## config.mk

```make
export PLATFORM = sky130hd
export DESIGN_NAME = uie_top
export DESIGN_NICKNAME = d
export VERILOG_FILES = /design/src/common/uie_pkg.sv /design/src/hdl/uie_top.sv
export VERILOG_INCLUDE_DIRS = /design/src /design/src/common
export SDC_FILE = /design/constraint.sdc
export NUM_CORES = 1
export LEC_CHECK = 0
export BUFFER_PORTS_ARGS = -buffer_cell sky130_fd_sc_hd__buf_2
export CAP_MARGIN = 20
export CORE_AREA = 2 2 97 99
export DETAILED_ROUTE_END_ITERATION = 16
export DIE_AREA = 0 0 99 101
export PLACE_DENSITY = 0.69
export SETUP_SLACK_MARGIN = 0.4
export SKIP_CTS_REPAIR_TIMING = 1
export SLEW_MARGIN = 5
export SYNTH_ARGS = -nofsm -noshare
export SYNTH_HDL_FRONTEND = slang
export SYNTH_SLANG_ARGS = --single-unit
```

## constraint.sdc

```tcl
create_clock -name CORE_CLK -period 2.56 [get_ports CORE_CLK]
set_clock_uncertainty 0.2 [all_clocks]
set_input_delay 0.128 -clock CORE_CLK [delete_from_list [all_inputs] [get_ports CORE_CLK]]
set_output_delay 0.128 -clock CORE_CLK [all_outputs]
set_load 0.1 [all_outputs]
```

## src/common/uie_regs.svh

```systemverilog
`ifndef UIE_REGS_SVH
`define UIE_REGS_SVH
// ==========================================================
// register byte addresses
`define UIE_IER_ADDR 32'hE001_0004
`define UIE_IIR_ADDR 32'hE001_0008
`define UIE_LSR_ADDR 32'hE001_0014
`define UIE_MSR_ADDR 32'hE001_0018
`define UIE_CTRL_ADDR 32'hE001_0040
`define UIE_STAT_ADDR 32'hE001_0044
`define UIE_MASK_ADDR 32'hE001_0048
// ==========================================================
// enable register fields
`define UIE_IER_RXDATA 0
`define UIE_IER_TXEMPTY 1
`define UIE_IER_LINEERR 2
`define UIE_IER_MODEM 3
`define UIE_IER_CTS 7
`define UIE_IER_ABTO 8
`define UIE_IER_ABEO 9
`define UIE_IER_WMASK 10'h38F
`define UIE_IER_RESET 10'h000
// ==========================================================
// control register fields
`define UIE_CTRL_DLA 0
`define UIE_CTRL_ACTS 1
`define UIE_CTRL_RESET 2'h0
`define UIE_DLM_RESET 8'h00
// ==========================================================
// identification register fields
`define UIE_IIR_PEND_N 0
`define UIE_IIR_ABEO 8
`define UIE_IIR_ABTO 9
// ==========================================================
// character time-out: half-character ticks to wait (4.0 chars)
`define UIE_TMO_HALF_CHARS 4'h8
`endif

```

## src/common/uie_pkg.sv

```systemverilog
// ==========================================================
// shared types of the interrupt-enable block
package uie_pkg;
  // implemented enable and status width (bits 9:0)
  typedef logic [9:0] uie_irq_vec_t;
  // identification codes, highest priority first
  typedef enum logic [2:0] {
    UIE_ID_LINEERR = 3'h3,
    UIE_ID_RXDATA = 3'h2,
    UIE_ID_TIMEOUT = 3'h6,
    UIE_ID_TXEMPTY = 3'h1,
    UIE_ID_MODEM = 3'h0
  } uie_id_t;
endpackage : uie_pkg

```

## src/hdl/uie_top.sv

```systemverilog
// Chosen here: the APB interface to the registers.
`include "uie_regs.svh"

module uie_top (
  // clock and reset
  input wire logic CORE_CLK,
  input wire logic RST,
  // apb slave
  input wire logic PSEL,
  input wire logic PENABLE,
  input wire logic PWRITE,
  input wire logic [31:0] PADDR,
  input wire logic [31:0] PWDATA,
  output logic [31:0] PRDATA,
  output logic PREADY,
  output logic PSLVERR,
  // interrupt sources from the uart core
  input wire logic RX_TRIG_REACHED,
  input wire logic RX_FIFO_NONEMPTY,
  input wire logic RX_FIFO_ACTIVITY,
  input wire logic HALF_CHAR_TICK,
  input wire logic THR_EMPTY,
  input wire logic [3:0] RX_LINE_ERR,
  input wire logic [3:0] MODEM_DELTA,
  input wire logic AUTOBAUD_TIMEOUT,
  input wire logic AUTOBAUD_DONE,
  // control seen by the uart core
  output logic DIVISOR_LATCH_ACCESS,
  output logic AUTO_CTS_EN,
  output logic [7:0] DIVISOR_HIGH,
  // interrupt outputs
  output logic UART_IRQ,
  output logic INT
);
  import uie_pkg::*;

  // ==========================================================
  // bus decode
  logic setup_ok; // access phase of a transfer
  logic wr_en; // write strobe at the completing edge
  logic hit_ier; // enable register selected
  logic hit_dlm; // divisor high byte selected
  logic hit_iir;
  logic hit_lsr;
  logic hit_msr;
  logic hit_ctrl;
  logic hit_stat;
  logic hit_mask;
  logic mapped; // any legal address

  // ==========================================================
  // state
  uie_irq_vec_t uart_irq_enable_reg; // enable bits
  uie_irq_vec_t uart_irq_enable_next;
  logic [1:0] ctrl_reg; // divisor latch access, auto-cts
  logic [7:0] dlm_reg; // divisor latch high byte
  uie_irq_vec_t stat_reg; // sticky event bits
  uie_irq_vec_t stat_next;
  uie_irq_vec_t mask_reg; // interrupt mask
  logic [3:0] tmo_cnt_reg; // idle half-characters
  logic tmo_reg; // time-out source level
  logic abto_seen_reg; // auto-baud time-out event held
  logic abeo_seen_reg; // auto-baud done event held
  logic [31:0] rdata_next;

  // ==========================================================
  // gated sources
  logic rxdata_gated;
  logic tmo_gated;
  logic txempty_gated;
  logic lineerr_gated;
  logic modem_src; // modem source with cts qualification
  logic modem_gated;
  logic autobaud_timeout_flag;
  logic autobaud_done_flag;
  uie_irq_vec_t gated; // gated sources in enable layout
  uie_id_t irq_id; // current identification code

  // true for an access to a given register
  function automatic logic sel(input logic [31:0] a, input logic [31:0] b);
    sel = (a == b);
  endfunction : sel

  // ==========================================================
  // apb decode, zero wait states
  assign setup_ok = PSEL && PENABLE;
  assign PREADY = 1'b1;
  // the shared address reaches the enable register only when latch access is 0
  assign hit_ier = sel(PADDR, `UIE_IER_ADDR) && !ctrl_reg[`UIE_CTRL_DLA];
  assign hit_dlm = sel(PADDR, `UIE_IER_ADDR) && ctrl_reg[`UIE_CTRL_DLA];
  assign hit_iir = sel(PADDR, `UIE_IIR_ADDR);
  assign hit_lsr = sel(PADDR, `UIE_LSR_ADDR);
  assign hit_msr = sel(PADDR, `UIE_MSR_ADDR);
  assign hit_ctrl = sel(PADDR, `UIE_CTRL_ADDR);
  assign hit_stat = sel(PADDR, `UIE_STAT_ADDR);
  assign hit_mask = sel(PADDR, `UIE_MASK_ADDR);
  assign mapped = hit_ier || hit_dlm || hit_iir || hit_lsr || hit_msr
    || hit_ctrl || hit_stat || hit_mask;
  // unmapped addresses answer with an error and change nothing
  assign PSLVERR = setup_ok && !mapped;
  assign wr_en = setup_ok && PWRITE && mapped;

  // ==========================================================
  // control register and divisor high byte
  always_ff @(posedge CORE_CLK or posedge RST) begin
    if (RST) begin
      ctrl_reg <= `UIE_CTRL_RESET;
    end else if (wr_en && hit_ctrl) begin
      ctrl_reg <= PWDATA[1:0];
    end
  end

  // divisor byte shares the enable address while latch access is 1
  always_ff @(posedge CORE_CLK or posedge RST) begin
    if (RST) begin
      dlm_reg <= `UIE_DLM_RESET;
    end else if (wr_en && hit_dlm) begin
      dlm_reg <= PWDATA[7:0];
    end
  end

  assign DIVISOR_LATCH_ACCESS = ctrl_reg[`UIE_CTRL_DLA];
  assign AUTO_CTS_EN = ctrl_reg[`UIE_CTRL_ACTS];
  assign DIVISOR_HIGH = dlm_reg;

  // ==========================================================
  // enable register; reserved bits 6:4 are never stored, so
  // whatever software writes there cannot reach the gating
  always_comb begin
    uart_irq_enable_next = uart_irq_enable_reg;
    if (wr_en && hit_ier) begin
      uart_irq_enable_next = PWDATA[9:0] & `UIE_IER_WMASK;
    end
  end

  // all sources blocked after reset
  always_ff @(posedge CORE_CLK or posedge RST) begin
    if (RST) begin
      uart_irq_enable_reg <= `UIE_IER_RESET;
    end else begin
      uart_irq_enable_reg <= uart_irq_enable_next;
    end
  end

  // ==========================================================
  // character time-out: count half-character ticks while data
  // waits; 8 halves sits in the middle of the allowed window
  always_ff @(posedge CORE_CLK or posedge RST) begin
    if (RST) begin
      tmo_cnt_reg <= 4'h0;
    end else if (RX_FIFO_ACTIVITY || !RX_FIFO_NONEMPTY) begin
      tmo_cnt_reg <= 4'h0;
    end else if (HALF_CHAR_TICK && (tmo_cnt_reg != `UIE_TMO_HALF_CHARS)) begin
      tmo_cnt_reg <= tmo_cnt_reg + 4'h1;
    end
  end

  // level source, dropped by any fifo activity
  always_ff @(posedge CORE_CLK or posedge RST) begin
    if (RST) begin
      tmo_reg <= 1'b0;
    end else if (RX_FIFO_ACTIVITY || !RX_FIFO_NONEMPTY) begin
      tmo_reg <= 1'b0;
    end else if (tmo_cnt_reg == `UIE_TMO_HALF_CHARS) begin
      tmo_reg <= 1'b1;
    end
  end

  // ==========================================================
  // auto-baud events are pulses; hold them until software clears
  // the status bit, and a new event in the clear cycle wins
  always_ff @(posedge CORE_CLK or posedge RST) begin
    if (RST) begin
      abto_seen_reg <= 1'b0;
    end else if (AUTOBAUD_TIMEOUT) begin
      abto_seen_reg <= 1'b1;
    end else if (wr_en && hit_stat && PWDATA[`UIE_IER_ABTO]) begin
      abto_seen_reg <= 1'b0;
    end
  end

  always_ff @(posedge CORE_CLK or posedge RST) begin
    if (RST) begin
      abeo_seen_reg <= 1'b0;
    end else if (AUTOBAUD_DONE) begin
      abeo_seen_reg <= 1'b1;
    end else if (wr_en && hit_stat && PWDATA[`UIE_IER_ABEO]) begin
      abeo_seen_reg <= 1'b0;
    end
  end

  // ==========================================================
  // source gating, each enable one means permitted
  assign rxdata_gated = RX_TRIG_REACHED && uart_irq_enable_reg[`UIE_IER_RXDATA];
  assign tmo_gated = tmo_reg && uart_irq_enable_reg[`UIE_IER_RXDATA];
  assign txempty_gated = THR_EMPTY && uart_irq_enable_reg[`UIE_IER_TXEMPTY];
  assign lineerr_gated = (|RX_LINE_ERR) && uart_irq_enable_reg[`UIE_IER_LINEERR];
  // cts change counts only with bit 7 in auto-cts mode
  assign modem_src = (|MODEM_DELTA[3:1])
    || (MODEM_DELTA[0] && (!ctrl_reg[`UIE_CTRL_ACTS]
    || uart_irq_enable_reg[`UIE_IER_CTS]));
  assign modem_gated = modem_src && uart_irq_enable_reg[`UIE_IER_MODEM];
  assign autobaud_timeout_flag = abto_seen_reg
    && uart_irq_enable_reg[`UIE_IER_ABTO];
  assign autobaud_done_flag = abeo_seen_reg
    && uart_irq_enable_reg[`UIE_IER_ABEO];

  // gated sources laid out as the enable register
  always_comb begin
    gated = '0;
    gated[`UIE_IER_RXDATA] = rxdata_gated || tmo_gated;
    gated[`UIE_IER_TXEMPTY] = txempty_gated;
    gated[`UIE_IER_LINEERR] = lineerr_gated;
    gated[`UIE_IER_MODEM] = modem_gated;
    gated[`UIE_IER_ABTO] = autobaud_timeout_flag;
    gated[`UIE_IER_ABEO] = autobaud_done_flag;
  end

  // combinational from the enable flops, so it follows a write next cycle
  assign UART_IRQ = |gated;

  // ==========================================================
  // identification code, fixed priority
  always_comb begin
    if (lineerr_gated) begin
      irq_id = UIE_ID_LINEERR;
    end else if (rxdata_gated) begin
      irq_id = UIE_ID_RXDATA;
    end else if (tmo_gated) begin
      irq_id = UIE_ID_TIMEOUT;
    end else if (txempty_gated) begin
      irq_id = UIE_ID_TXEMPTY;
    end else begin
      irq_id = UIE_ID_MODEM; // also shown when nothing pends
    end
  end

  // ==========================================================
  // sticky status: set by gated sources, write one to clear;
  // set wins over a clear in the same cycle
  always_comb begin
    stat_next = stat_reg;
    if (wr_en && hit_stat) begin
      stat_next = stat_reg & ~PWDATA[9:0];
    end
    stat_next = stat_next | gated;
  end

  always_ff @(posedge CORE_CLK or posedge RST) begin
    if (RST) begin
      stat_reg <= '0;
    end else begin
      stat_reg <= stat_next;
    end
  end

  // mask of the same layout; one lets the bit reach INT
  always_ff @(posedge CORE_CLK or posedge RST) begin
    if (RST) begin
      mask_reg <= '0;
    end else if (wr_en && hit_mask) begin
      mask_reg <= PWDATA[9:0] & `UIE_IER_WMASK;
    end
  end

  assign INT = |(stat_reg & mask_reg);

  // ==========================================================
  // read mux; reserved bits read as zero
  always_comb begin
    rdata_next = 32'h0000_0000;
    if (hit_ier) begin
      rdata_next[9:0] = uart_irq_enable_reg;
    end else if (hit_dlm) begin
      rdata_next[7:0] = dlm_reg;
    end else if (hit_iir) begin
      rdata_next[`UIE_IIR_PEND_N] = !(|gated[3:0]);
      rdata_next[3:1] = irq_id;
      rdata_next[`UIE_IIR_ABEO] = autobaud_done_flag;
      rdata_next[`UIE_IIR_ABTO] = autobaud_timeout_flag;
    end else if (hit_lsr) begin
      // raw conditions stay visible whatever the enables say
      rdata_next[5] = THR_EMPTY;
      rdata_next[4:1] = RX_LINE_ERR;
      rdata_next[0] = RX_FIFO_NONEMPTY;
    end else if (hit_msr) begin
      rdata_next[3:0] = MODEM_DELTA;
    end else if (hit_ctrl) begin
      rdata_next[1:0] = ctrl_reg;
    end else if (hit_stat) begin
      rdata_next[9:0] = stat_reg;
    end else if (hit_mask) begin
      rdata_next[9:0] = mask_reg;
    end
  end

  // read data registered in the setup cycle, valid in the access phase
  always_ff @(posedge CORE_CLK or posedge RST) begin
    if (RST) begin
      PRDATA <= 32'h0000_0000;
    end else if (PSEL && !PENABLE && !PWRITE) begin
      PRDATA <= rdata_next;
    end
  end

endmodule : uie_top

```

; After elaboration in Yosys (flattened, before gate mapping)
; Cells that the tools add are included.
[totals]
register_bits = 51
output_inout_bits = 46
word_cells = 108
[op_classes]
add_sub_neg = 1
n_eq_ne = 9
n_mux = 33
n_bitwise = 4
reduce_logical = 51
[ops]
columns = cell, n
row1 = "32-bit == test, second input constant", 7
row2 = 10-bit two-way mux, 10
row3 = 1-bit logical AND, 24
row4 = 4-bit two-way mux, 6
row5 = 10-bit AND, 2
row6 = 8-bit two-way mux, 2
row7 = 6-bit two-way mux, 2
row8 = 1-bit logical OR, 11
row9 = 10-bit inverter, 1
row10 = 10-bit OR, 1
row11 = 10-bit OR reduction, 1
row12 = 3-bit two-way mux, 3
row13 = 2-bit nonzero test, 4
row14 = 4-bit OR reduction, 2
row15 = 1-bit logical NOT, 7
row16 = 1-bit two-way mux, 7
row17 = 2-bit two-way mux, 3
row18 = 6-bit OR reduction, 1
row19 = "4-bit by 1-bit adder with 4-bit output, second input constant", 1
row20 = "4-bit == test, second input constant", 1
row21 = "4-bit != test, second input constant", 1
row22 = 3-bit OR reduction, 1

; Logic depth before layout (Yosys ltp)
[logic_depth]
word_depth = 15
mapped_depth = 8

; Worst setup path before layout
; OpenSTA, ideal clock, no wires.
[synth_path]
path_type = in2out
start = in PADDR[6]
end = out PSLVERR
t_arrival_ns = 2.236
required_time_ns = 2.232
path_slack_ns = -0.004
cell_stages = 3
n_path_buf = 1
path_cell_list = buf_1 > o21ai_0 > a31oi_1
[synth_via]
elab_chain_cells = 11
elab_cells_between_ends = 18
[synth_rtl]
columns = item, line
row1 = start: declaration, uie_top.sv:12  ; input wire logic [31:0] PADDR,
row2 = 32-bit == test, uie_top.sv:81  ; sel = (a == b);
row3 = 1-bit logical AND (on tied branches), "uie_top.sv:89, uie_top.sv:90"
row4 = 1-bit logical OR (4 in series), uie_top.sv:97  ; assign mapped = hit_ier || hit_dlm || hit_iir || hit_lsr || hit_msr
row5 = 1-bit logical OR (2 in series), uie_top.sv:98  ; || hit_ctrl || hit_stat || hit_mask;
row6 = 1-bit logical OR (*), uie_top.sv:98
row7 = 1-bit logical NOT (*), uie_top.sv:100  ; assign PSLVERR = setup_ok && !mapped;
row8 = 1-bit logical AND (*), uie_top.sv:100
row9 = end: declaration, uie_top.sv:16  ; output logic PSLVERR,
; Mark *: on every way between the ends. The rest lies on a longest branch, timed or not.

; Worst setup path after layout
[layout_path]
start = in PADDR[9]
end = out PSLVERR
; Same word-level chain as after synthesis.

==> summary.txt <==
Cells and area
  – Fin nets: around 500
  – Multi-input logic area: 0.00163 mm²
  – Final core occ: 43.1%
  – Share of layout cells above drive strength 1: 35.6%
  – Synthesis-to-layout area growth: 27.5%
  – FF/Latch Area: 0.00128 mm²
  – ANT cells: 0
  – Commonest non-fill, non-tap cell in the layout: buf_2
  – # fillers: roughly 880
  – Most frequent cells in the layout: 83 x buf_2, 49 x dfrtp_1, 30 x nand2_1

STA
  – Worst-Margin Slew: 0.642 ns
  – Pins over their slew limit: 0
  – Slew HR: 57.2%
  – RSZ-0062 raised after global routing: true
  – Final period utilization: 84.7%
  – Hold slack final: -0.0202 ns
  – Setup violations, final: 0
  – Fin Setup TNS: 0 ns
  – Max frequency: around 0.46 GHz
  – Setup WS post-layout: 0.391 ns
  – Final Hold Viols: 6
  – Crit path time final: ~2.2 ns

Synthesis
  – Synth Register Bits: 51
  – Yosys cell types: 55
  – Yosys warns: 0
  – Synth top area cells: dfrtp_1 42%, mux2_2 8.2%, buf_4 5.7%
  – Most area-hungry cell type in the Yosys netlist: dfrtp_1
  – Post-Syn Area: 0.00304 mm²
  – Main synth FF type: dfrtp_1
  – Post-synthesis sequential area ratio: between 40 and 50%
  – Post-synth EDFFs: 0
  – Area fraction of the dominant cell type after synthesis: 42.0%
  – Syn_area_per_cell: 9.86 µm²
  – Synth async-reset ratio: 100%
  – Post-Synthesis Cells: between 300 and 400

Clock network
  – CTS sink count: between 50 and 60
  – Reg clk slew, reported paths: roughly 0.09 ns
  – Root buf cell: clkbuf_8
  – Maximum root-to-sink buffer count: 2
  – H-tree Lvls: 2
  – Clock latency on the worst-skew pair: 0.31 ns
  – CTS tree: yes
  – CTS Buf Count: 5

Placed design
  – GP Congestion: 0.891
  – DP Worst Slack: between 0.15 and 0.2 ns
  – IO Port Bufs: 84
  – Post-DP HPWL: roughly 7000 µm

Critical path
  – Max FO, Critical Path: 6
  – CP top delay family: simple AND/OR/NAND/NOR gates
  – Buf/Inv on CP: 2
  – Worst setup path category: in2out
  – Critical Path Sink Type: primary output
  – Crit-path slowest cell: or4_4
  – Crit-path cells: buf_2 -> or4_4 -> nor3_4 -> nand2_2 -> nor2_1 -> a31oi_2 -> buf_2
  – Startpoint type of the worst setup path: primary input
  – Crit path DAT: approximately 1.8 ns
  – Most used cell, CP: buf_2
  – CP peak stage delay: 0.55 ns
  – WP data required: 2.23 ns

Detailed routing
  – Drt pass-1 iters: 4
  – Vias: 2708
  – Iter 0 DRT Violations: about 140
  – Residual DRC: 0
  – Overall routed net length: 8940 µm
  – Via density: 5.11
  – Routed len/inst: roughly 17 µm
  – DRT antenna net count: 0

Min path
  – Worst hold path class: in2reg

Die
  – Core ar.: between 0.008 and 0.009 mm²
  – Die H: between 100 and 150 µm
  – Die width: 99 µm
  – Std-Cell Rows: 35
  – Die area: 0.0100 mm²
  – Io pins: 130
  – Initial Util: 33.8%

Pwr
  – VDD IR-drop max: roughly 0.27 mV
  – Seq pwr share: a little under half
  – Psw: 0.590 mW
  – P_leak: between 1.5 and 2 nW
  – Power Dens Cells: 467 mW/mm²
  – Sw frac: 32.6%
  – Clk pwr share: 33.2%
  – Internal: approximately 1.2 mW
  – Comb pwr share: 21.6%

Flow run
  – MaxCap Viol Count: 0

GRT
  – Initial antenna violation count: 0
  – Vias in the first global route: 2747
  – M3 GR Usage: about 3.6%
  – First-pass GRT wire length: 14200 µm
  – GR Util met1: 24.0%
  – Total GRT Usage: 17.9%
  – Pin count of the biggest net entering global routing: 52
  – GRT overflow: 0
  – GR peak layer: met2
  – Met2 usage: 29.4%

Status
  – Status: complete, but fails checks
  – Failing checks: negative hold slack
## power by group through the flow
stage / Clock (mW) / Sequential [mW] / Combinational, mW
floorplan: 0 / 0.889 / 0.247
global placement: 0 / 0.834 / 0.369
detailed placement: 0 / 0.834 / 0.371
CTS: 0.619 / 0.818 / 0.372
global route: 0.640 / 0.819 / 0.412
finish: 0.600 / 0.818 / 0.390
## area by class of cell
type	count	share of cell area (%)
multi-input combinational	241	42.2
tap	111	3.59
clock inverter	2	1.00
timing repair buffer	113	17.5
inverter	6	0.582
clock buffer	6	2.13
sequential	51	33.0
## routing by layer
layer / part of all wire [%] / vias up
met5: 0 / -
met4: 1.8 / 0
met3: 5.1 / 13
met2: 48 / 91
met1: 45 / 1304
li1: - / 1300
## worst reg2reg max path, delay by kind of cell (launching register included)
family,cells,cell delay (ns)
buffers and inverters,1,0.18
DFF,1,0.60
muxes,1,0.33
and+or+nand+nor,2,0.30
## path summary, 6_finish.rpt
| kind | cells after the start | start | to | slack [ns] |
|---|---|---|---|---|
| hold / removal | 3 | RX_FIFO_ACTIVITY | tmo_cnt_reg[1] | -0.02 |
| setup / recovery | 7 | PADDR[9] | PSLVERR | 0.39 |
| max in group asynchronous | 4 | RST | ctrl_reg[1] | 1.39 |
| min in group asynchronous | 4 | RST | DIVISOR_HIGH[4] | 0.32 |
| setup reg to reg | 4 | ctrl_reg[0] | DIVISOR_HIGH[7] | 0.82 |
| hold reg to reg | 2 | PRDATA[6] | PRDATA[6] | 0.28 |
## synthesized netlist by cell type (2+ instances only)
cell and instances:
nand4_1 5, nand2b_1 5, nor2b_1 5, nand3_1 8, a21boi_0 5, ha_1 2, nor3_1 9, o21bai_1 2
mux2i_1 5, dfrtp_1 51, clkbuf_1 7, a31oi_1 5, nor4_1 2, a22oi_1 7, buf_4 23, or4_1 5
and2_1 2, o31ai_1 3, conb_1 2, a22o_1 7, nor2_1 21, a21oi_1 17, inv_1 6, nand2_2 3
a21o_1 5, o21ai_0 9, or3_1 2, o22ai_1 5, nand2_1 30, nor3_4 4, mux2_2 22
## kinds of logic after synthesis
| group | after synthesis | synth area share (%) |
|---|---|---|
| xor gates and xnor gates | 2 | 0.577 |
| muxes | 27 | 9.81 |
| buffers and inverters | 37 | 7.42 |
| adders and majority gates | 2 | 0.824 |
| other | 2 | 0.247 |
| and+or+nand+nor | 114 | 23.0 |
| AOI/OAI and AO/OA | 73 | 16.2 |
| DFF | 51 | 42.0 |
## metrics by stage
step	hold slack [ns]	total power, mW	cells	cell area, µm²
finish	-0.0202	1.81	530	3870
global route	0.00548	1.87	530	3870
CTS	-0.200	1.81	515	3710
detailed placement	0.122	1.21	507	3590
global placement	0.114	1.20	507	3590
floorplan	0.0203	1.14	329	3130
Power figures use the tool's default switching activity.
